<file path="config.mk">
export PLATFORM = sky130hd
export DESIGN_NAME = drb_ram32x4
export DESIGN_NICKNAME = d
export VERILOG_FILES = /design/src/drb_pkg.sv /design/src/drb_ram32x4.sv
export VERILOG_INCLUDE_DIRS = /design/src
export SDC_FILE = /design/constraint.sdc
export NUM_CORES = 1
export LEC_CHECK = 0
export BUFFER_PORTS_ARGS = -buffer_cell sky130_fd_sc_hd__buf_2
export CAP_MARGIN = 20
export CORE_MARGIN = 3
export CORE_UTILIZATION = 45
export DETAILED_ROUTE_END_ITERATION = 16
export HOLD_SLACK_MARGIN = 0.05
export PLACE_DENSITY_LB_ADDON = 0.05
export SYNTH_ARGS = -nofsm -noshare
export SYNTH_HDL_FRONTEND = slang
export SYNTH_SLANG_ARGS = --single-unit
</file>
<file path="constraint.sdc">
create_clock -name aclk -period 2.2 [get_ports aclk]
set_input_delay 0.33 -clock aclk [delete_from_list [all_inputs] [get_ports aclk]]
set_output_delay 0.33 -clock aclk [all_outputs]
set_load 0.01 [all_outputs]
</file>
<file path="src/drb_consts.svh">
// Constants for the 32x4 distributed RAM block and its register slave.
// Included by the package and the block; holds definitions only.
`ifndef DRB_CONSTS_SVH
`define DRB_CONSTS_SVH

// Array shape
`define DRB_WORDS        32
`define DRB_DW           4
`define DRB_AW           5

// Register byte addresses
`define DRB_OFF_CTRL     32'h0000_0000
`define DRB_OFF_STATUS   32'h0000_0004
`define DRB_OFF_CLEAR    32'h0000_0008

// Control field positions and reset value
`define DRB_CTRL_W       3
`define DRB_CTRL_SYNC    0
`define DRB_CTRL_SINGLE  1
`define DRB_CTRL_CFG     2
`define DRB_CTRL_RST     3'h0

// Status field positions
`define DRB_ST_SYNC      0
`define DRB_ST_SINGLE    1
`define DRB_ST_CFG       2
`define DRB_ST_WCLK      3
`define DRB_ST_WEN_N     4
`define DRB_ST_ADDR_LO   8
`define DRB_ST_ADDR_HI   12
`define DRB_ST_DATA_LO   16
`define DRB_ST_DATA_HI   19

// AXI responses
`define DRB_RESP_OKAY    2'h0
`define DRB_RESP_DECERR  2'h3

`endif

</file>
<file path="src/drb_pkg.sv">
// Types for the 32x4 distributed RAM block.
// Assumes drb_consts.svh is on the include path.
`include "drb_consts.svh"

package drb_pkg;

   typedef struct packed {
      logic [`DRB_CTRL_W-1:0]            ctrl;
      logic                              sync1;
      logic                              sync2;
      logic                              sync3;
      logic                              wclk_s;
      logic [`DRB_AW-1:0]                fe_addr;
      logic                              fe_wen_n;
      logic [`DRB_DW-1:0]                fe_data;
      logic [`DRB_WORDS-1:0][`DRB_DW-1:0] mem;
      logic [`DRB_DW-1:0]                rd_data;
      logic                              rd_data_oe;
      logic [`DRB_DW-1:0]                port_data_out;
      logic                              port_data_oe;
      logic                              aw_rdy;
      logic                              aw_got;
      logic [31:0]                       aw_addr;
      logic                              w_rdy;
      logic                              w_got;
      logic [31:0]                       w_data;
      logic [3:0]                        w_strb;
      logic                              bvalid;
      logic [1:0]                        bresp;
      logic                              ar_rdy;
      logic                              rvalid;
      logic [31:0]                       rdata;
      logic [1:0]                        rresp;
   } drb_state_t;

endpackage : drb_pkg

</file>
<file path="src/drb_ram32x4.sv">
// 32x4 distributed RAM block with separate write and read ports, plus
// an AXI4-Lite slave for mode control, status and configuration clear.
// Assumes user logic on aclk drives the RAM ports; sector_clk is foreign.
`timescale 1ns/1ps
`include "drb_consts.svh"

// Notes on behaviour
// (RULE_01) Store 32 nibbles, separate write/read ports
// (RULE_02) Accept 4-bit write data word
// (RULE_03) Present 4-bit read data word
// (RULE_04) 5-bit write address picks written nibble
// (RULE_05) Separate 5-bit read address picks output
// (RULE_06) Right-most instance: read address tied off
// (RULE_07) Single-port: shared address, bidirectional data
// (RULE_08) Reads and writes proceed independently
// (RULE_09) Read path follows contents, no write clock
// (RULE_10) Front latch passes at load 1, holds 0
// (RULE_11) Address, enable, data pass front latches
// (RULE_12) Front and memory latch form edge flop
// (RULE_13) Nibble follows only addressed, load, enable low
// (RULE_14) Both clock muxes switch together
// (RULE_15) Write clock from upper-left sector column
// (RULE_16) Clear write during configuration empties memory
// (RULE_17) User logic supplies enables, addresses, data
// (RULE_18) Output enable high leaves read data undriven
// (RULE_19) Async write while enable low, then holds
module drb_ram32x4 #(
   parameter bit RIGHTMOST = 1'h0
) (
   input  wire logic                 aclk,
   input  wire logic                 aresetn,
   input  wire logic [31:0]          s_axi_awaddr,
   input  wire logic                 s_axi_awvalid,
   output logic                      s_axi_awready,
   input  wire logic [31:0]          s_axi_wdata,
   input  wire logic [3:0]           s_axi_wstrb,
   input  wire logic                 s_axi_wvalid,
   output logic                      s_axi_wready,
   output logic [1:0]                s_axi_bresp,
   output logic                      s_axi_bvalid,
   input  wire logic                 s_axi_bready,
   input  wire logic [31:0]          s_axi_araddr,
   input  wire logic                 s_axi_arvalid,
   output logic                      s_axi_arready,
   output logic [31:0]               s_axi_rdata,
   output logic [1:0]                s_axi_rresp,
   output logic                      s_axi_rvalid,
   input  wire logic                 s_axi_rready,
   input  wire logic                 sector_clk,
   // (RULE_04) Write address
   input  wire logic [`DRB_AW-1:0]   wr_addr,
   // (RULE_02) Write data word
   input  wire logic [`DRB_DW-1:0]   wr_data,
   input  wire logic                 wr_en_n,
   input  wire logic                 output_enable_n,
   // (RULE_05) Separate read address
   input  wire logic [`DRB_AW-1:0]   rd_addr,
   // (RULE_03) Read data word
   output logic [`DRB_DW-1:0]        rd_data,
   output logic                      rd_data_oe,
   output logic [`DRB_DW-1:0]        port_data_out,
   output logic                      port_data_oe
);

   // (RULE_01) State holds 32 nibbles
   drb_pkg::drb_state_t st_reg;
   drb_pkg::drb_state_t st_next;

   logic                 single_mode;
   logic                 sync_mode;
   logic                 fe_load;
   logic                 mem_load;
   logic [`DRB_AW-1:0]   raddr;
   logic [`DRB_DW-1:0]   rd_pick;
   logic                 wr_commit;
   logic                 clr_fire;
   logic [31:0]          status_word;

   // (RULE_06) Tie-off forces single port
   assign single_mode = st_reg.ctrl[`DRB_CTRL_SINGLE] | RIGHTMOST;
   assign sync_mode   = st_reg.ctrl[`DRB_CTRL_SYNC];

   // (RULE_14) Muxes share one select
   assign fe_load  = sync_mode ? ~st_reg.wclk_s : 1'h1;
   assign mem_load = sync_mode ? st_reg.wclk_s : 1'h1;

   // (RULE_07) Shared address in single port
   assign raddr   = single_mode ? wr_addr : rd_addr;
   // (RULE_09) Read decode needs no write clock
   assign rd_pick = st_reg.mem[raddr];

   assign wr_commit = st_reg.aw_got & st_reg.w_got & ~st_reg.bvalid;
   // (RULE_16) Clear only honoured in configuration
   assign clr_fire  = wr_commit & (st_reg.aw_addr == `DRB_OFF_CLEAR)
                      & st_reg.ctrl[`DRB_CTRL_CFG];

   always_comb begin
      status_word = '0;
      status_word[`DRB_ST_SYNC]   = sync_mode;
      status_word[`DRB_ST_SINGLE] = single_mode;
      status_word[`DRB_ST_CFG]    = st_reg.ctrl[`DRB_CTRL_CFG];
      status_word[`DRB_ST_WCLK]   = st_reg.wclk_s;
      status_word[`DRB_ST_WEN_N]  = st_reg.fe_wen_n;
      status_word[`DRB_ST_ADDR_HI:`DRB_ST_ADDR_LO] = st_reg.fe_addr;
      status_word[`DRB_ST_DATA_HI:`DRB_ST_DATA_LO] = st_reg.fe_data;
   end

   always_comb begin
      st_next = st_reg;

      // (RULE_15) Sector clock through three stages
      st_next.sync1 = sector_clk;
      st_next.sync2 = st_reg.sync1;
      st_next.sync3 = st_reg.sync2;
      if (st_reg.sync2 == st_reg.sync3) begin
         st_next.wclk_s = st_reg.sync3;
      end

      // (RULE_10) Front latches pass or hold
      // (RULE_11) Address, enable and data latched
      if (fe_load) begin
         st_next.fe_addr  = wr_addr;
         st_next.fe_wen_n = wr_en_n;
         st_next.fe_data  = wr_data;
      end

      // (RULE_13) Only the addressed nibble follows
      // (RULE_12) Memory loads while front holds
      // (RULE_19) Async write tracks enable low
      if (mem_load && !st_reg.fe_wen_n) begin
         st_next.mem[st_reg.fe_addr] = st_reg.fe_data;
      end
      if (clr_fire) begin
         st_next.mem = '0;
      end

      // (RULE_08) Read path independent of writes
      st_next.rd_data       = rd_pick;
      st_next.port_data_out = rd_pick;
      // (RULE_18) Undriven while enable is high
      st_next.rd_data_oe    = ~output_enable_n & ~single_mode;
      // Release the shared port one cycle after an incoming write enable is seen
      st_next.port_data_oe  = ~output_enable_n & single_mode & wr_en_n;

      // Write address and data taken in either order
      if (s_axi_awvalid && st_reg.aw_rdy) begin
         st_next.aw_got  = 1'h1;
         st_next.aw_addr = s_axi_awaddr;
      end
      if (s_axi_wvalid && st_reg.w_rdy) begin
         st_next.w_got  = 1'h1;
         st_next.w_data = s_axi_wdata;
         st_next.w_strb = s_axi_wstrb;
      end
      if (wr_commit) begin
         st_next.aw_got = 1'h0;
         st_next.w_got  = 1'h0;
         st_next.bvalid = 1'h1;
         st_next.bresp  = `DRB_RESP_OKAY;
         case (st_reg.aw_addr)
            `DRB_OFF_CTRL: begin
               if (st_reg.w_strb[0]) begin
                  st_next.ctrl = st_reg.w_data[`DRB_CTRL_W-1:0];
               end
            end
            `DRB_OFF_STATUS, `DRB_OFF_CLEAR: begin
               st_next.bresp = `DRB_RESP_OKAY;
            end
            default: begin
               st_next.bresp = `DRB_RESP_DECERR;
            end
         endcase
      end
      if (st_reg.bvalid && s_axi_bready) begin
         st_next.bvalid = 1'h0;
      end
      st_next.aw_rdy = ~st_next.aw_got & ~st_next.bvalid;
      st_next.w_rdy  = ~st_next.w_got & ~st_next.bvalid;

      if (s_axi_arvalid && st_reg.ar_rdy) begin
         st_next.rvalid = 1'h1;
         st_next.rresp  = `DRB_RESP_OKAY;
         case (s_axi_araddr)
            `DRB_OFF_CTRL: begin
               st_next.rdata = {{(32-`DRB_CTRL_W){1'h0}}, st_reg.ctrl};
            end
            `DRB_OFF_STATUS: begin
               st_next.rdata = status_word;
            end
            `DRB_OFF_CLEAR: begin
               st_next.rdata = '0;
            end
            default: begin
               st_next.rdata = '0;
               st_next.rresp = `DRB_RESP_DECERR;
            end
         endcase
      end else if (st_reg.rvalid && s_axi_rready) begin
         st_next.rvalid = 1'h0;
      end
      st_next.ar_rdy = ~st_next.rvalid;
   end

   always_ff @(posedge aclk) begin
      if (!aresetn) begin
         st_reg      <= '0;
         st_reg.ctrl <= `DRB_CTRL_RST;
      end else begin
         st_reg <= st_next;
      end
   end

   assign s_axi_awready = st_reg.aw_rdy;
   assign s_axi_wready  = st_reg.w_rdy;
   assign s_axi_bvalid  = st_reg.bvalid;
   assign s_axi_bresp   = st_reg.bresp;
   assign s_axi_arready = st_reg.ar_rdy;
   assign s_axi_rvalid  = st_reg.rvalid;
   assign s_axi_rdata   = st_reg.rdata;
   assign s_axi_rresp   = st_reg.rresp;
   assign rd_data       = st_reg.rd_data;
   assign rd_data_oe    = st_reg.rd_data_oe;
   assign port_data_out = st_reg.port_data_out;
   assign port_data_oe  = st_reg.port_data_oe;
endmodule : drb_ram32x4

</file>
### Yosys cells after proc, flatten, opt, wreduce, memory -nomap -nowiden

Cells that the tools add are included.

| cells by class | value |
|---|---|
| magnitude comparators | 3 |
| equality and inequality tests | 5 |
| multiplexer cells | 19 |
| bitwise gates (word level) | 18 |
| reductions and logical operators | 14 |

Operators by type and width:

| kind | number |
|---|---|
| 128-bit bitwise mux | 1 |
| 32-bit by 3-bit equality test with 1-bit output (second input constant) | 2 |
| 32-bit by 4-bit equality test with 1-bit output (second input constant) | 2 |
| 32-bit logical NOT | 2 |
| 20-bit case mux with 2 select lines | 1 |
| 37-bit 2-to-1 mux | 1 |
| 33-bit 2-to-1 mux | 1 |
| 4-bit binary-select mux with 5-bit select | 1 |
| 4-bit demux with 5-bit select | 1 |
| 5-bit by 6-bit less-than comparator with 1-bit output (second input constant) | 2 |
| 1-bit AND | 9 |
| 1-bit NOT | 9 |
| 4-bit 2-to-1 mux | 2 |
| 1-bit logical AND | 7 |
| 1-bit 2-to-1 mux | 7 |
| 3-bit OR reduction | 2 |
| 5-bit by 1-bit greater-or-equal comparator with 1-bit output (second input constant) | 1 |
| 5-bit 2-to-1 mux | 1 |
| 2-bit 2-to-1 mux | 2 |
| 3-bit 2-to-1 mux | 1 |
| 3-bit AND reduction | 1 |
| 2-bit OR reduction | 1 |
| 1-bit equality test | 1 |
| 1-bit logical NOT | 1 |

| storage, ports and cells | value |
|---|---|
| register bits after elaboration | 262 |
| logic and storage cells | 115 |

### Logic depth before layout (Yosys ltp)

| logic depth | value |
|---|---|
| word-level depth | 7 |
| depth in mapped cells | 9 |

### Least setup slack after synthesis

No wires, ideal clock.

| path | value |
|---|---|
| kind | input to register |
| from | input port rd_addr[0] |
| to | register st_reg, in the netlist port_data_out[2] |
| library setup time | 0.147 ns |
| arrival time | 1.936 ns |
| data required time | 2.053 ns |
| slack | 0.117 ns |
| stages on the path | 7 |
| buffers on the path | 2 |
| cell sequence | nor2b_1 a21oi_1 buf_4 buf_4 mux4_2 a2111oi_0 a311oi_1 |

| on the way | value |
|---|---|
| longest elaborated chain between the ends | 3 |

Ends and longest elaborated chain:

| what | line | source |
|---|---|---|
| start: declaration | drb_ram32x4.sv:57 | `` input wire logic [`DRB_AW-1:0] rd_addr, `` |
| 5-bit 2-to-1 mux | drb_ram32x4.sv:88 | `assign raddr = single_mode ? wr_addr : rd_addr;` |
| 4-bit binary-select mux with 5-bit select | drb_ram32x4.sv:90 | `assign rd_pick = st_reg.mem[raddr];` |
| 4-bit 2-to-1 mux (not written as such) | drb_ram32x4.sv:90 |  |
| end signal: assignment | drb_ram32x4.sv:209 | `st_reg <= st_next;` |
| end: declaration | drb_ram32x4.sv:66 | `drb_pkg::drb_state_t st_reg;` |

No other way between the ends. The select of a mux whose other input is x is not followed.
A chain may end at the register's enable or synchronous reset.

### Final worst setup path

| path | value |
|---|---|
| from | register st_reg[81] (netlist bit) |
| to | register st_reg[226] (netlist bit) |

| on the way | value |
|---|---|
| longest elaborated chain between the ends | 4 |

Ends and longest elaborated chain:

| what | line | source |
|---|---|---|
| 32-bit by 4-bit equality test with 1-bit output | -- |  |
| 1-bit AND (2 in a row) | drb_ram32x4.sv:94 | `` assign clr_fire = wr_commit & (st_reg.aw_addr == `DRB_OFF_CLEAR) `` |
| 2-bit OR reduction (no source line) | -- |  |

No other way between the ends.

==> summary.md <==
| Metric | Value |
|---|---|
| Status | `completed` |
| Initial antenna violation count | `0` |
| Crit path cell chain | `or4_4, nor3_4, nand4_4, o41ai_4, buf_6, buf_12, buf_16, a21oi_1` |
| Sink Count | `210` |
| RSZ-0062 raised after global routing | `yes` |
| ANT nets after route | `0` |
| Mapped Area | `approximately 10000 um2` |
| Register area share after synthesis | `a little over two fifths` |
| Cell count after synthesis | `between 1000 and 1500` |
| Type of the worst min-delay path | `input pin to flop` |
| Worst relative slew slack | `between 50% and 60%` |
| Number of global-route vias before repair | `7822` |
| Number of core rows | `54` |
| Pins Over Slew Limit | `0` |
| Skew-Pair Late Insertion Delay | `0.51 ns` |
| Total power | `between 9 and 10 mW` |
| Final period util | `98.47%` |
| Routed via count | `just over 8000` |
| Pre-CTS WS | `-0.01399 ns` |
| Final WS setup | `0.03375 ns` |
| Slowest stage delay, CP | `0.55 ns` |
| Synthesis-to-finish area growth | `18.49%` |
| DP Area | `~11000 um2` |
| Top delay family on crit path | `simple AND/OR/NAND/NOR gates` |
| Clk slew on worst S/H paths | `0.06 ns` |
| Fillers | `2059` |
| Drt wl/cell | `approximately 18 um` |
| Top-Level Pins | `175` |
| Worst-margin pin slew | `0.6857 ns` |
| Top_reg_cell synth | `dfxtp_1` |
| Die X | `155.4 um` |
| Leakage power | `4.232 nW` |
| Routed wire length | `26890 um` |
| CP Class | `flop to flop` |
| CP arrival | `2.55 ns` |
| Worst Setup Start Kind | `flop` |
| Drt via density | `5.365` |
| Max reg flops | `180` |
| CTS Root Cell | `clkbuf_16` |
| Final setup viols | `0` |
| Core box area | `21890 um2` |
| Clk_skew | `0.01521 ns` |
| Synth warn | `0` |
| Initial Utilization | `45.90%` |
| Largest net degree at the start of global routing | `41` |
| TritonCTS clock tree | `built` |
| Grt total ovfl | `0` |
| First-pass GRT wire length | `~43000 um` |
| Pre-Repair DR Iteration Count | `4` |
| Design Area, Final | `between 10000 and 15000 um2` |
| Power per Cell Area | `756.7 nW/um2` |
| Post-synth top area share | `about two fifths` |
| Yosys reg bits | `210` |
| CTS Buffer Depth | `3` |
| Die Height | `155.4 um` |
| CP Data Required Time | `2.59 ns` |
| DRT iter0 DRCs | `462` |
| GRT Overall Usage | `21.64%` |
| Proportion of layout cells with a drive suffix above 1 | `29.84%` |
| Maxcap violations | `0` |
| HPWL after DPL | `between 15000 and 20000 um` |
| Fmax | `461.6 MHz` |
| Num CTS Buffers | `24` |
| Number of flops mapped to enable cells by yosys | `0` |
| Crit path buffers/inverters | `3` |
| Commonest non-fill, non-tap cell in the layout | `nand2_1` |
| H-tree depth | `1` |
| Avg Cell Area, Syn | `8.972 um2` |
| Area leader, netlist | `dfxtp_1` |
| Final nets | `1349` |
| Final hold violation count | `0` |
| Slowest-stage cell, CP | `or4_4` |
| CP max FO | `23` |
| GP Congestion | `0.7970` |
| Critical path endpoint category | `flop` |
| Antenna cells | `0` |
| Die area | `24160 um2` |
| Top cells by area, synth | `dfxtp_1 42%, nand2_1 9.2%, a21oi_2 8.0%` |
| Port buffer count | `between 100 and 150` |
| Residual DRC | `0` |
| Yosys cell types | `52` |
| Min Tclk post-route | `2.166 ns` |
| Worst VDD drop | `0.0004705 V` |
| Most frequent cells in the layout | `245 x nand2_1, 208 x dfxtp_1, 124 x buf_2` |
| Post-synthesis async set-or-reset flop share | `0%` |
==> final timing paths <==
check / startpoint / endpoint / slack, ns / cells after the start
worst max-delay path: st_reg[81]$_SDFFE_PN0P_ / st_reg[226]$_SDFFE_PP0P_ / 0.03 / 8
worst min-delay path: s_axi_awaddr[26] / st_reg[103]$_SDFFE_PN0P_ / 0.07 / 3
worst max register to register: st_reg[81]$_SDFFE_PN0P_ / st_reg[226]$_SDFFE_PP0P_ / 0.03 / 8
worst min register to register: st_next[261]$_SDFF_PN0_ / st_next[260]$_SDFF_PN0_ / 0.45 / 1
==> cell type report <==
class | instances | area, um2 | share of cell area [%]
tap | 280 | 350.3 | 2.942
sequential | 210 | 4207 | 35.33
inverter | 2 | 7.507 | 0.06305
multi-input combinational | 789 | 5087 | 42.73
clock inverter | 7 | 138.9 | 1.166
clock buffer | 34 | 699.4 | 5.874
timing repair buffer | 198 | 1416 | 11.90
==> power by group <==
part	switching (mW)	internal [mW]
combinational	0.509	0.357
clock	1.53	2.67
sequential	0.0652	3.88
==> layer usage <==
metal / track usage [%] / part of all wire (%)
met1: 31.73 / 49
met2: 34.52 / 45
met3: 2.698 / 5.1
met4: 4.335 / 1.6
met5: 0 / 0
==> worst reg2reg max path: stages, from the launching register on <==
cell     delay (ns)
dfxtp_2        0.32
or4_4          0.55
nor3_4         0.21
nand4_4        0.13
o41ai_4        0.23
buf_6          0.18
buf_12         0.17
buf_16         0.20
a21oi_1        0.07
==> synth_stat cells (all sizes together), types with 2 or more instances <==
cell	number
a2111oi	3
a211oi	6
a21boi	49
a21o	2
a21oi	106
a221oi	6
a22oi	14
a311oi	2
a31oi	2
a32o	7
a32oi	2
and2	7
and3	4
buf	72
clkbuf	64
dfxtp	210
inv	2
mux2i	57
mux4	16
nand2	245
nand2b	5
nand3	106
nand3b	2
nand4	3
nor2	40
nor2b	33
nor3	6
nor3b	5
nor4	16
nor4b	2
o2111ai	2
o21ai	13
or2	4
==> cell families after synthesis <==
kind of cell           after synthesis  synth area share (%)
AO/OA/AOI/OAI                      215                 17.07
buffers and inverters              138                 9.065
flip-flops                         210                 41.84
multiplexers                        74                 9.376
other                                1               0.03732
AND/OR/NAND/NOR                    482                 22.61
==> timing repair <==
action,4_1_cts,5_1_grt
setup buffers,1,2
pin swaps,1,7
resized for setup,0,19
hold buffers,2,0
endpoints found under the setup margin,13,60
endpoints found under the hold margin,2,0
gates cloned,1,2
==> metrics by stage <==
| stage | hold slack, ns | std cells | util [%] | setup TNS, ns |
|---|---|---|---|---|
| after floorplan | 0.4058 | 1137 | - | 0 |
| after global placement | 0.4330 | 1471 | 49.78 | 0 |
| after detailed placement | 0.4212 | 1471 | 49.78 | -0.01841 |
| after CTS | 0.05684 | 1516 | 53.88 | 0 |
| after global routing | 0.07355 | 1520 | 54.39 | -0.8678 |
| final | 0.06618 | 1520 | 54.39 | 0 |
No activity file was read; power rests on OpenSTA's default activity.
